==> config.mk <==
export PLATFORM = sky130hd
export DESIGN_NAME = ocp_channel
export DESIGN_NICKNAME = d
export VERILOG_FILES = /design/src/pkg/ocp_pkg.sv /design/src/core/ocp_channel.sv
export SDC_FILE = /design/constraint.sdc
export NUM_CORES = 1
export LEC_CHECK = 0
export ABC_AREA = 0
export CAP_MARGIN = 20
export CORE_MARGIN = 1.5
export CORE_UTILIZATION = 50
export DETAILED_ROUTE_END_ITERATION = 7
export DONT_BUFFER_PORTS = 1
export GPL_TIMING_DRIVEN = 0
export HOLD_SLACK_MARGIN = 0.08
export PLACE_DENSITY = 0.7
export SKIP_LAST_GASP = 1
export SYNTH_ARGS = -nofsm -noshare
export SYNTH_HDL_FRONTEND = slang
export SYNTH_SLANG_ARGS = --single-unit
==> constraint.sdc <==
create_clock -name clk_sys -period 2.95 [get_ports clk_sys]
set_input_delay 0.1475 -clock clk_sys [delete_from_list [all_inputs] [get_ports clk_sys]]
set_output_delay 0.1475 -clock clk_sys [all_outputs]
set_load 0.005 [all_outputs]
==> src/pkg/ocp_pkg.sv <==
// package: register map, field positions and modes of the output compare pwm channel
package ocp_pkg;
  // register byte addresses; the 4 bit bus leaves no fifth word, so period sits off grid
  localparam logic [3:0] ADDR_CTRL_PRI = 4'h0;
  localparam logic [3:0] ADDR_CTRL_SEC = 4'h4;
  localparam logic [3:0] ADDR_CMP_PRI = 4'h8;
  localparam logic [3:0] ADDR_CMP_SEC = 4'hc;
  localparam logic [3:0] ADDR_PERIOD = 4'h2;
  // primary control field positions
  localparam int POS_IDLE_HALT = 13;
  localparam int POS_TSEL_LO = 10;
  localparam int POS_FLT_EN = 7;
  localparam int POS_FLT_STAT = 4;
  localparam int POS_TRIG_CLR = 3;
  // secondary control field positions
  localparam int POS_FLT_EXIT = 15;
  localparam int POS_FLT_LVL = 14;
  localparam int POS_FLT_DIR = 13;
  localparam int POS_INV = 12;
  localparam int POS_CASCADE = 8;
  localparam int POS_TRIG_SEL = 7;
  localparam int POS_TRIG_STAT = 6;
  localparam int POS_TRIS = 5;
  // writable masks and reset values
  localparam logic [15:0] MASK_CTRL_PRI = 16'h3c8f;
  localparam logic [15:0] MASK_CTRL_SEC = 16'hf1ff;
  localparam logic [15:0] RST_CTRL_PRI = 16'h0000;
  localparam logic [15:0] RST_CTRL_SEC = 16'h000c;
  localparam logic [15:0] CNT_MAX = 16'hffff;
  localparam logic [15:0] CNT_ZERO = 16'h0000;
  localparam logic [4:0] SYNC_NONE = 5'h00;
  localparam logic [4:0] SYNC_SELF = 5'h1f;
  localparam logic [2:0] TSEL_PCLK = 3'h7;
  typedef enum logic [2:0] {
    OCP_MODE_OFF = 3'h0,
    OCP_MODE_SS_HI = 3'h1,
    OCP_MODE_SS_LO = 3'h2,
    OCP_MODE_TOGGLE = 3'h3,
    OCP_MODE_DBL_SS = 3'h4,
    OCP_MODE_DBL_CONT = 3'h5,
    OCP_MODE_PWM_EDGE = 3'h6,
    OCP_MODE_PWM_CTR = 3'h7
  } ocp_mode_type;
  // avalon request carried as one bundle
  typedef struct packed {
    logic read;
    logic write;
    logic [3:0] address;
    logic [31:0] writedata;
  } ocp_req_type;
endpackage : ocp_pkg

==> src/core/ocp_channel.sv <==
// file: output compare / pwm channel with avalon-mm register slave
//
// Implementation choices: the Avalon-MM register port and the register addresses.
`timescale 1ns/100ps
module ocp_channel
  import ocp_pkg::*;
(
  input wire logic clk_sys,
  input wire logic rst_b,
  input wire logic [3:0] avs_address,
  input wire logic avs_read,
  input wire logic avs_write,
  input wire logic [31:0] avs_writedata,
  output logic [31:0] avs_readdata,
  output logic avs_waitrequest,
  input wire logic cpu_idle,
  input wire logic [4:0] timer_tick,
  input wire logic [31:0] sync_sources,
  input wire logic fault_in,
  input wire logic cascade_carry_in,
  output logic cascade_carry_out,
  output logic channel_output,
  output logic channel_output_oe,
  output logic channel_interrupt_flag,
  output logic sync_event_out
);
  logic [15:0] compare_control_primary;
  logic [15:0] compare_control_secondary;
  logic [15:0] primary_compare_value;
  logic [15:0] secondary_compare_value;
  logic [15:0] period_value;
  logic [15:0] duty_pri;
  logic [15:0] duty_sec;
  logic [15:0] internal_channel_counter;
  logic wave;
  logic fault_active;
  logic fault_status_flag;
  logic trigger_status;
  logic served;
  logic armed;

  ocp_req_type req;
  assign req = '{read: avs_read, write: avs_write, address: avs_address,
                 writedata: avs_writedata};

  // decoded control fields
  wire ocp_mode_type mode = ocp_mode_type'(compare_control_primary[2:0]);
  wire [2:0] time_base_select = compare_control_primary[POS_TSEL_LO +: 3];
  wire idle_halt_bit = compare_control_primary[POS_IDLE_HALT];
  wire fault_input_enable = compare_control_primary[POS_FLT_EN];
  wire trigger_clear_mode = compare_control_primary[POS_TRIG_CLR];
  wire fault_exit_mode = compare_control_secondary[POS_FLT_EXIT];
  wire fault_output_level = compare_control_secondary[POS_FLT_LVL];
  wire fault_force_direction = compare_control_secondary[POS_FLT_DIR];
  wire output_invert = compare_control_secondary[POS_INV];
  wire cascade_pair_enable = compare_control_secondary[POS_CASCADE];
  wire trigger_or_sync_select = compare_control_secondary[POS_TRIG_SEL];
  wire output_tristate = compare_control_secondary[POS_TRIS];
  wire [4:0] sync_source_select = compare_control_secondary[4:0];

  // bus decode; one wait cycle then answer
  wire access = (req.read | req.write) & ~served;
  // writes land at the edge where waitrequest stands low, not at the taking edge
  wire commit = req.write & served;
  wire wr_pri = commit & (req.address == ADDR_CTRL_PRI);
  wire wr_sec = commit & (req.address == ADDR_CTRL_SEC);
  wire wr_cmp = commit & (req.address == ADDR_CMP_PRI);
  wire wr_cms = commit & (req.address == ADDR_CMP_SEC);
  wire wr_per = commit & (req.address == ADDR_PERIOD);
  wire is_pwm = (mode == OCP_MODE_PWM_EDGE) | (mode == OCP_MODE_PWM_CTR);

  // time base tick: peripheral clock or one of five timers, reserved codes stall
  wire tb_tick = (time_base_select == TSEL_PCLK) ? 1'b1 :
                 (time_base_select == 3'h4) ? timer_tick[0] :
                 (time_base_select == 3'h3) ? timer_tick[4] :
                 (time_base_select == 3'h2) ? timer_tick[3] :
                 (time_base_select == 3'h1) ? timer_tick[2] :
                 (time_base_select == 3'h0) ? timer_tick[1] : 1'b0;
  wire halted = idle_halt_bit & cpu_idle;
  // cascade: high half only advances on carry from the low half
  wire step = ~halted & (cascade_pair_enable ? cascade_carry_in : tb_tick);
  wire sync_hit = (sync_source_select != SYNC_NONE) & sync_sources[sync_source_select];
  wire use_trig = (sync_source_select != SYNC_NONE) & trigger_or_sync_select;
  wire self_sync = (sync_source_select == SYNC_SELF);
  wire per_match = (internal_channel_counter == period_value);
  wire pri_match = step & (internal_channel_counter == duty_pri);
  wire sec_match = step & (internal_channel_counter == duty_sec);
  wire fault_seen = fault_input_enable & fault_in;
  wire running = (mode != OCP_MODE_OFF) & (~use_trig | trigger_status);
  // period ends at period match when self-synced or in pwm, else plain wrap
  wire period_end = step & per_match & (is_pwm | self_sync);
  wire sync_clear = step & ~use_trig & sync_hit & ~self_sync;
  wire [15:0] next_cnt = (~running | sync_clear | period_end) ? CNT_ZERO :
                         step ? 16'(internal_channel_counter + 16'h0001) :
                         internal_channel_counter;
  wire wrap = step & running & (internal_channel_counter == CNT_MAX);
  wire trig_set = use_trig & sync_hit;
  wire trig_clr_hw = trigger_clear_mode & sec_match;
  wire trig_clr_sw = wr_sec & ~req.writedata[POS_TRIG_STAT];
  wire fault_clr_sw = wr_pri & ~req.writedata[POS_FLT_STAT];
  wire fault_release = ~fault_seen &
                       (fault_exit_mode ? (fault_clr_sw | ~fault_status_flag) : period_end);

  // register file and status bits
  always_ff @(posedge clk_sys)
  begin
    if (!rst_b)
    begin
      compare_control_primary <= RST_CTRL_PRI;
      compare_control_secondary <= RST_CTRL_SEC;
      primary_compare_value <= CNT_ZERO;
      secondary_compare_value <= CNT_ZERO;
      period_value <= CNT_MAX;
      trigger_status <= 1'b0;
      fault_status_flag <= 1'b0;
    end
    else
    begin
      if (wr_pri)
        compare_control_primary <= (req.writedata[15:0] & MASK_CTRL_PRI)
          | (compare_control_primary & ~MASK_CTRL_PRI);
      else
        compare_control_primary <= compare_control_primary;
      if (wr_sec)
        compare_control_secondary <= (req.writedata[15:0] & MASK_CTRL_SEC)
          | (compare_control_secondary & ~MASK_CTRL_SEC);
      if (wr_cmp)
        primary_compare_value <= req.writedata[15:0];
      if (wr_cms)
        secondary_compare_value <= req.writedata[15:0];
      if (wr_per)
        period_value <= req.writedata[15:0];
      // set wins over any clear
      if (trig_set)
        trigger_status <= 1'b1;
      else if (trig_clr_hw | trig_clr_sw | ~use_trig)
        trigger_status <= 1'b0;
      // flag only meaningful in center aligned pwm; software write of zero
      // only ends a latched fault, it is not a general clear
      if (fault_seen & (mode == OCP_MODE_PWM_CTR))
        fault_status_flag <= 1'b1;
      else if (fault_exit_mode & fault_clr_sw & ~fault_seen)
        fault_status_flag <= 1'b0;
      else if (~fault_exit_mode & period_end & ~fault_seen)
        fault_status_flag <= 1'b0;
    end
  end

  // counter and duty shadow
  always_ff @(posedge clk_sys)
  begin
    if (!rst_b)
    begin
      internal_channel_counter <= CNT_ZERO;
      duty_pri <= CNT_ZERO;
      duty_sec <= CNT_ZERO;
      cascade_carry_out <= 1'b0;
    end
    else
    begin
      internal_channel_counter <= next_cnt;
      cascade_carry_out <= wrap;
      if (~is_pwm | (step & per_match))
      begin
        duty_pri <= primary_compare_value;
        duty_sec <= secondary_compare_value;
      end
    end
  end

  // waveform generation per mode
  always_ff @(posedge clk_sys)
  begin
    if (!rst_b)
    begin
      wave <= 1'b0;
      armed <= 1'b0;
      fault_active <= 1'b0;
      channel_interrupt_flag <= 1'b0;
    end
    else
    begin
      channel_interrupt_flag <= 1'b0;
      if (fault_seen & is_pwm)
        fault_active <= 1'b1;
      else if (fault_release)
        fault_active <= 1'b0;
      if (wr_pri)
      begin
        // rewriting the mode rearms a single shot
        armed <= 1'b1;
        wave <= (ocp_mode_type'(req.writedata[2:0]) == OCP_MODE_SS_LO);
      end
      else
      begin
        unique case (mode)
          OCP_MODE_OFF:
            wave <= 1'b0;
          OCP_MODE_SS_HI, OCP_MODE_SS_LO:
            if (armed & pri_match & running)
            begin
              wave <= (mode == OCP_MODE_SS_HI);
              armed <= 1'b0;
              channel_interrupt_flag <= 1'b1;
            end
          OCP_MODE_TOGGLE:
            if (pri_match & running)
            begin
              wave <= ~wave;
              channel_interrupt_flag <= 1'b1;
            end
          OCP_MODE_DBL_SS, OCP_MODE_DBL_CONT:
            if (running & (armed | mode == OCP_MODE_DBL_CONT))
            begin
              if (pri_match)
                wave <= 1'b1;
              else if (sec_match)
              begin
                wave <= 1'b0;
                armed <= 1'b0;
                channel_interrupt_flag <= 1'b1;
              end
            end
          OCP_MODE_PWM_EDGE, OCP_MODE_PWM_CTR:
            if (running & step)
            begin
              // high from primary match until secondary match
              if (duty_sec > period_value)
                wave <= 1'b1;
              else if (duty_pri == CNT_ZERO & duty_sec == CNT_ZERO)
                wave <= 1'b0;
              else if (sec_match)
              begin
                wave <= 1'b0;
                channel_interrupt_flag <= 1'b1;
              end
              else if (pri_match)
                wave <= 1'b1;
            end
        endcase
      end
    end
  end

  // pin and bus outputs, all registered
  always_ff @(posedge clk_sys)
  begin
    if (!rst_b)
    begin
      channel_output <= 1'b0;
      channel_output_oe <= 1'b0;
      avs_readdata <= 32'h0000_0000;
      avs_waitrequest <= 1'b1;
      served <= 1'b0;
      sync_event_out <= 1'b0;
    end
    else
    begin
      channel_output <= fault_active ? fault_output_level : (wave ^ output_invert);
      channel_output_oe <= ~output_tristate | (fault_active & fault_force_direction);
      sync_event_out <= period_end | wrap;
      served <= access;
      avs_waitrequest <= ~access;
      unique case (req.address)
        ADDR_CTRL_PRI: avs_readdata <= {16'h0000, compare_control_primary[15:5],
                                        fault_status_flag, compare_control_primary[3:0]};
        ADDR_CTRL_SEC: avs_readdata <= {16'h0000, compare_control_secondary[15:7],
                                        trigger_status, compare_control_secondary[5:0]};
        ADDR_CMP_PRI: avs_readdata <= {16'h0000, primary_compare_value};
        ADDR_CMP_SEC: avs_readdata <= {16'h0000, secondary_compare_value};
        ADDR_PERIOD: avs_readdata <= {16'h0000, period_value};
        default: avs_readdata <= 32'h0000_0000;
      endcase
    end
  end

  // assertions
  property p_out_fault;
    @(posedge clk_sys) disable iff (!rst_b)
    fault_active |=> channel_output == $past(fault_output_level);
  endproperty
  a_out_fault: assert property (p_out_fault) else $error("fault level not driven");
  property p_oe;
    @(posedge clk_sys) disable iff (!rst_b)
    (output_tristate & ~fault_active) |=> ~channel_output_oe;
  endproperty
  a_oe: assert property (p_oe) else $error("pin not tristated");
  property p_halt;
    @(posedge clk_sys) disable iff (!rst_b)
    (halted & running & ~period_end & ~sync_clear) |=> $stable(internal_channel_counter);
  endproperty
  a_halt: assert property (p_halt) else $error("counter moved in idle");
  property p_trig_hold;
    @(posedge clk_sys) disable iff (!rst_b)
    (use_trig & ~trigger_status & mode != OCP_MODE_OFF) |=> internal_channel_counter == CNT_ZERO;
  endproperty
  a_trig_hold: assert property (p_trig_hold) else $error("counter ran untriggered");
  property p_flt_ignored;
    @(posedge clk_sys) disable iff (!rst_b)
    (~fault_input_enable & ~fault_status_flag) |=> ~$rose(fault_status_flag);
  endproperty
  a_flt_ignored: assert property (p_flt_ignored) else $error("fault taken while off");
  property p_wrap;
    @(posedge clk_sys) disable iff (!rst_b)
    wrap & ~sync_clear |=> internal_channel_counter == CNT_ZERO;
  endproperty
  a_wrap: assert property (p_wrap) else $error("counter did not wrap");
  property p_shadow;
    @(posedge clk_sys) disable iff (!rst_b)
    (is_pwm & ~(step & per_match)) |=> $stable(duty_sec);
  endproperty
  a_shadow: assert property (p_shadow) else $error("duty changed mid period");
  property p_wait;
    @(posedge clk_sys) disable iff (!rst_b)
    access |=> ~avs_waitrequest ##1 avs_waitrequest;
  endproperty
  a_wait: assert property (p_wait) else $error("bus answer timing");
  c_pwm: cover property (@(posedge clk_sys) disable iff (!rst_b) is_pwm & sec_match);
  c_fault: cover property (@(posedge clk_sys) disable iff (!rst_b) $rose(fault_active));
  c_trig: cover property (@(posedge clk_sys) disable iff (!rst_b) trig_set);
endmodule : ocp_channel

==> flow_metrics.tcl <==
set metrics [dict create \
    nets 992 \
    fin_crit_ns 2.756 \
    critPathCaptureType "flop" \
    gp_congestion 0.9791 \
    finalSetupViolCount 0 \
    layout_common_cells "161 x nand2_1, 145 x dfxtp_1, 55 x a21oi_1" \
    ioPinCount 118 \
    postRouteWirelength_um 23290 \
    wl_met2_um 10440 \
    cp_slowest_cell "or4_1" \
    crit_family "simple AND/OR/NAND/NOR gates" \
    finClkSkew_ns 0.008708 \
    via_per_inst 6.028 \
    violations "design-rule violations" \
    slew_headroom_pct 21.43 \
    async_flop_share_pct 0 \
    ys_warn_count 0 \
    crit_path_start_kind "flop" \
    final_hold_viol_count 0 \
    io_buffers 0 \
    start_util_pct 51.91 \
    critPathKind "reg2reg" \
    antenna_found_initial 0 \
    reg2reg_from "period_value[13]" \
    grt_usage_pct 31.63 \
    cp_max_fo 3 \
    syn_to_final_growth_pct 15.33 \
    htreeDepth 4 \
    cpPeakStageDelay_ns 0.59 \
    critical_path_buf_inv_count 1 \
    power.density_nw_per_um2 527.0 \
    antenna_cells 0 \
    antenna_left 0 \
    vias 6559 \
    cts_tree "yes" \
    post_drt_wl_per_cell_um 21.41 \
    drtIter0Drc 751 \
    highest_layer "met4" \
    max-cap-violations 0 \
    hp-class "in2reg" \
    power_mw 4.430 \
    grt_pass1_vias 6169 \
    rows 43 \
    core-area_sq_um 14040 \
    yosysUniqueCellTypes 59 \
    die_y_um 123.7 \
    hpwl_um 17210 \
    numCtsBuffers 17 \
    fmax_mhz 362.9 \
    period_share_pct 93.41 \
    setup.worst_path.start "period_value[13]" \
    vdd.ir_drop.worst_uv 363.3 \
    worstPathCellList "inv_1 -> ha_1 -> nand4_1 -> or4_1 -> nor3_2 -> o21a_1 -> o21ai_1 -> a2111oi_0" \
    drc 3 \
    critical_path_required_ns 3.23 \
    clk_pin_slew_ns 0.06 \
    fin_ws_ns 0.1943 \
    cp.arrival_ns 3.04 \
    clock-sinks 145 \
    nFillCells 1243 \
    avgSynthCellArea_sq_um 8.668 \
    clk_path_buf_depth 2 \
    clock_latency_ns 0.43 \
    status "finished with violations" \
    leakagePower_nw 2.907 \
    root_buffer "clkbuf_16" \
    drt_first_pass_iters 8 \
    ys.flop_type "dfxtp_1" \
    drive_above_1_share_pct 9.471 \
    post-place-ws_ns 0.1210 \
    grt_pass1_wl_um 35470 \
    rsz0062_at_grt "yes" \
    ys_ff_latch 145 \
    tightest_slew_ns 1.176 \
    synth_seq_area_share_pct 39.82 \
    netlist_instances 841 \
    die_area_sq_um 15310 \
    drv_slew 0 \
    wl_met1_um 9899 \
    min-delay-start "avs_address[0]" \
    final_common_cell "nand2_1" \
    syn_area_sq_um 7289 \
    dr_wl_met3_um 2238 \
    setup_tns_ns 0 \
    synth-edff-count 0 \
    grt_max_degree 17 \
    die_x_um 123.7 \
    overflow 0 \
]
-- final cells by class --
class / count / area, sq um / share of cell area, %
Clock inverter: 15 / 186.4 / 2.218
Inverter: 27 / 101.3 / 1.206
Clock buffer: 17 / 425.4 / 5.060
Buffer: 77 / 364.1 / 4.331
Sequential cell: 145 / 2903 / 34.53
Multi-Input combinational cell: 607 / 4000 / 47.58
Timing Repair Buffer: 20 / 201.4 / 2.396
Tap cell: 180 / 225.2 / 2.679
-- through the flow --
stage / instances / utilization (%) / hold WS, ns / instance area [sq um]
after global placement: 1036 / 53.92 / 0.2767 / 7571
final: 1088 / 59.87 / 0.1129 / 8407
after floorplan: 856 / - / 0.2715 / 7346
after CTS: 1088 / 59.75 / 0.09484 / 8391
after detailed placement: 1037 / 54.04 / 0.2805 / 7589
after global routing: 1088 / 59.87 / 0.1184 / 8407
-- path summary, 6_finish.rpt --
check	slack, ns	cells after the start	to
worst min-delay path	0.11	2	avs_readdata[5]
worst min register to register	0.48	2	compare_control_secondary[13]
worst max register to register	0.19	8	channel_interrupt_flag
worst max-delay path	0.19	8	channel_interrupt_flag
-- what timing repair did --
action,4_1_cts,5_1_grt
endpoints found under the setup margin,0,2
buffers inserted,0,0
endpoints found under the hold margin,87,0
resized for setup,0,3
hold buffers,19,0
-- kinds of logic after synthesis --
group                      after synthesis  share of synthesized area [%]
AOI/OAI and AO/OA                      157                          15.04
xor gates and xnor gates                65                          7.810
adders and majority gates               18                          3.055
buffers and inverters                  104                          6.385
DFF                                    145                          39.82
muxes                                   45                          7.913
other                                    1                        0.05144
and+or+nand+nor                        306                          19.93
-- metal layers --
metal / vias up / global-route usage, %
met2: 359 / 49.97
met5: - / 0
met1: 3127 / 42.07
met4: 0 / 12.57
met3: 47 / 6.960
li1: 3026 / -
-- state kept, by name (all words and copies together), names as in the netlist, 9 cells and up --
signal / count
duty_pri: 16
compare_control_primary: 9
secondary_compare_value: 16
internal_channel_counter: 16
avs_readdata: 16
compare_control_secondary: 12
duty_sec: 16
period_value: 16
primary_compare_value: 16
-- worst register-to-register path, delay by kind of cell, from the launching register on --
kind | cells | cell delay, ns
adders and majority gates | 1 | 0.30
DFF | 1 | 0.45
AOI/OAI and AO/OA | 3 | 0.72
buffers and inverters | 1 | 0.09
and+or+nand+nor | 3 | 1.06
-- where the power goes --
group	switching [mW]	internal, mW
Sequential	0.0114	1.97
Clock	0.899	1.34
Combinational	0.130	0.0809
Total	1.04	3.39
-- Yosys cell counts (16+ instances only) --
cell type  number  area share, %
nand2_1       161            8.3
clkbuf_1       54            2.8
buf_4          17            1.8
mux2i_1        34            4.7
nor2_1         32            1.6
nor4_1         19            1.6
a21oi_1        55            3.8
nand4_1        16            1.4
a21boi_0       26            2.7
xor2_1         29            3.5
o211ai_1       18            1.9
dfxtp_1       145             40
inv_1          27            1.4
nand3_1        16            1.1
a222oi_1       16            2.2
ha_1           17            2.9
xnor2_1        36            4.3
No activity file was read; power rests on OpenSTA's default activity.
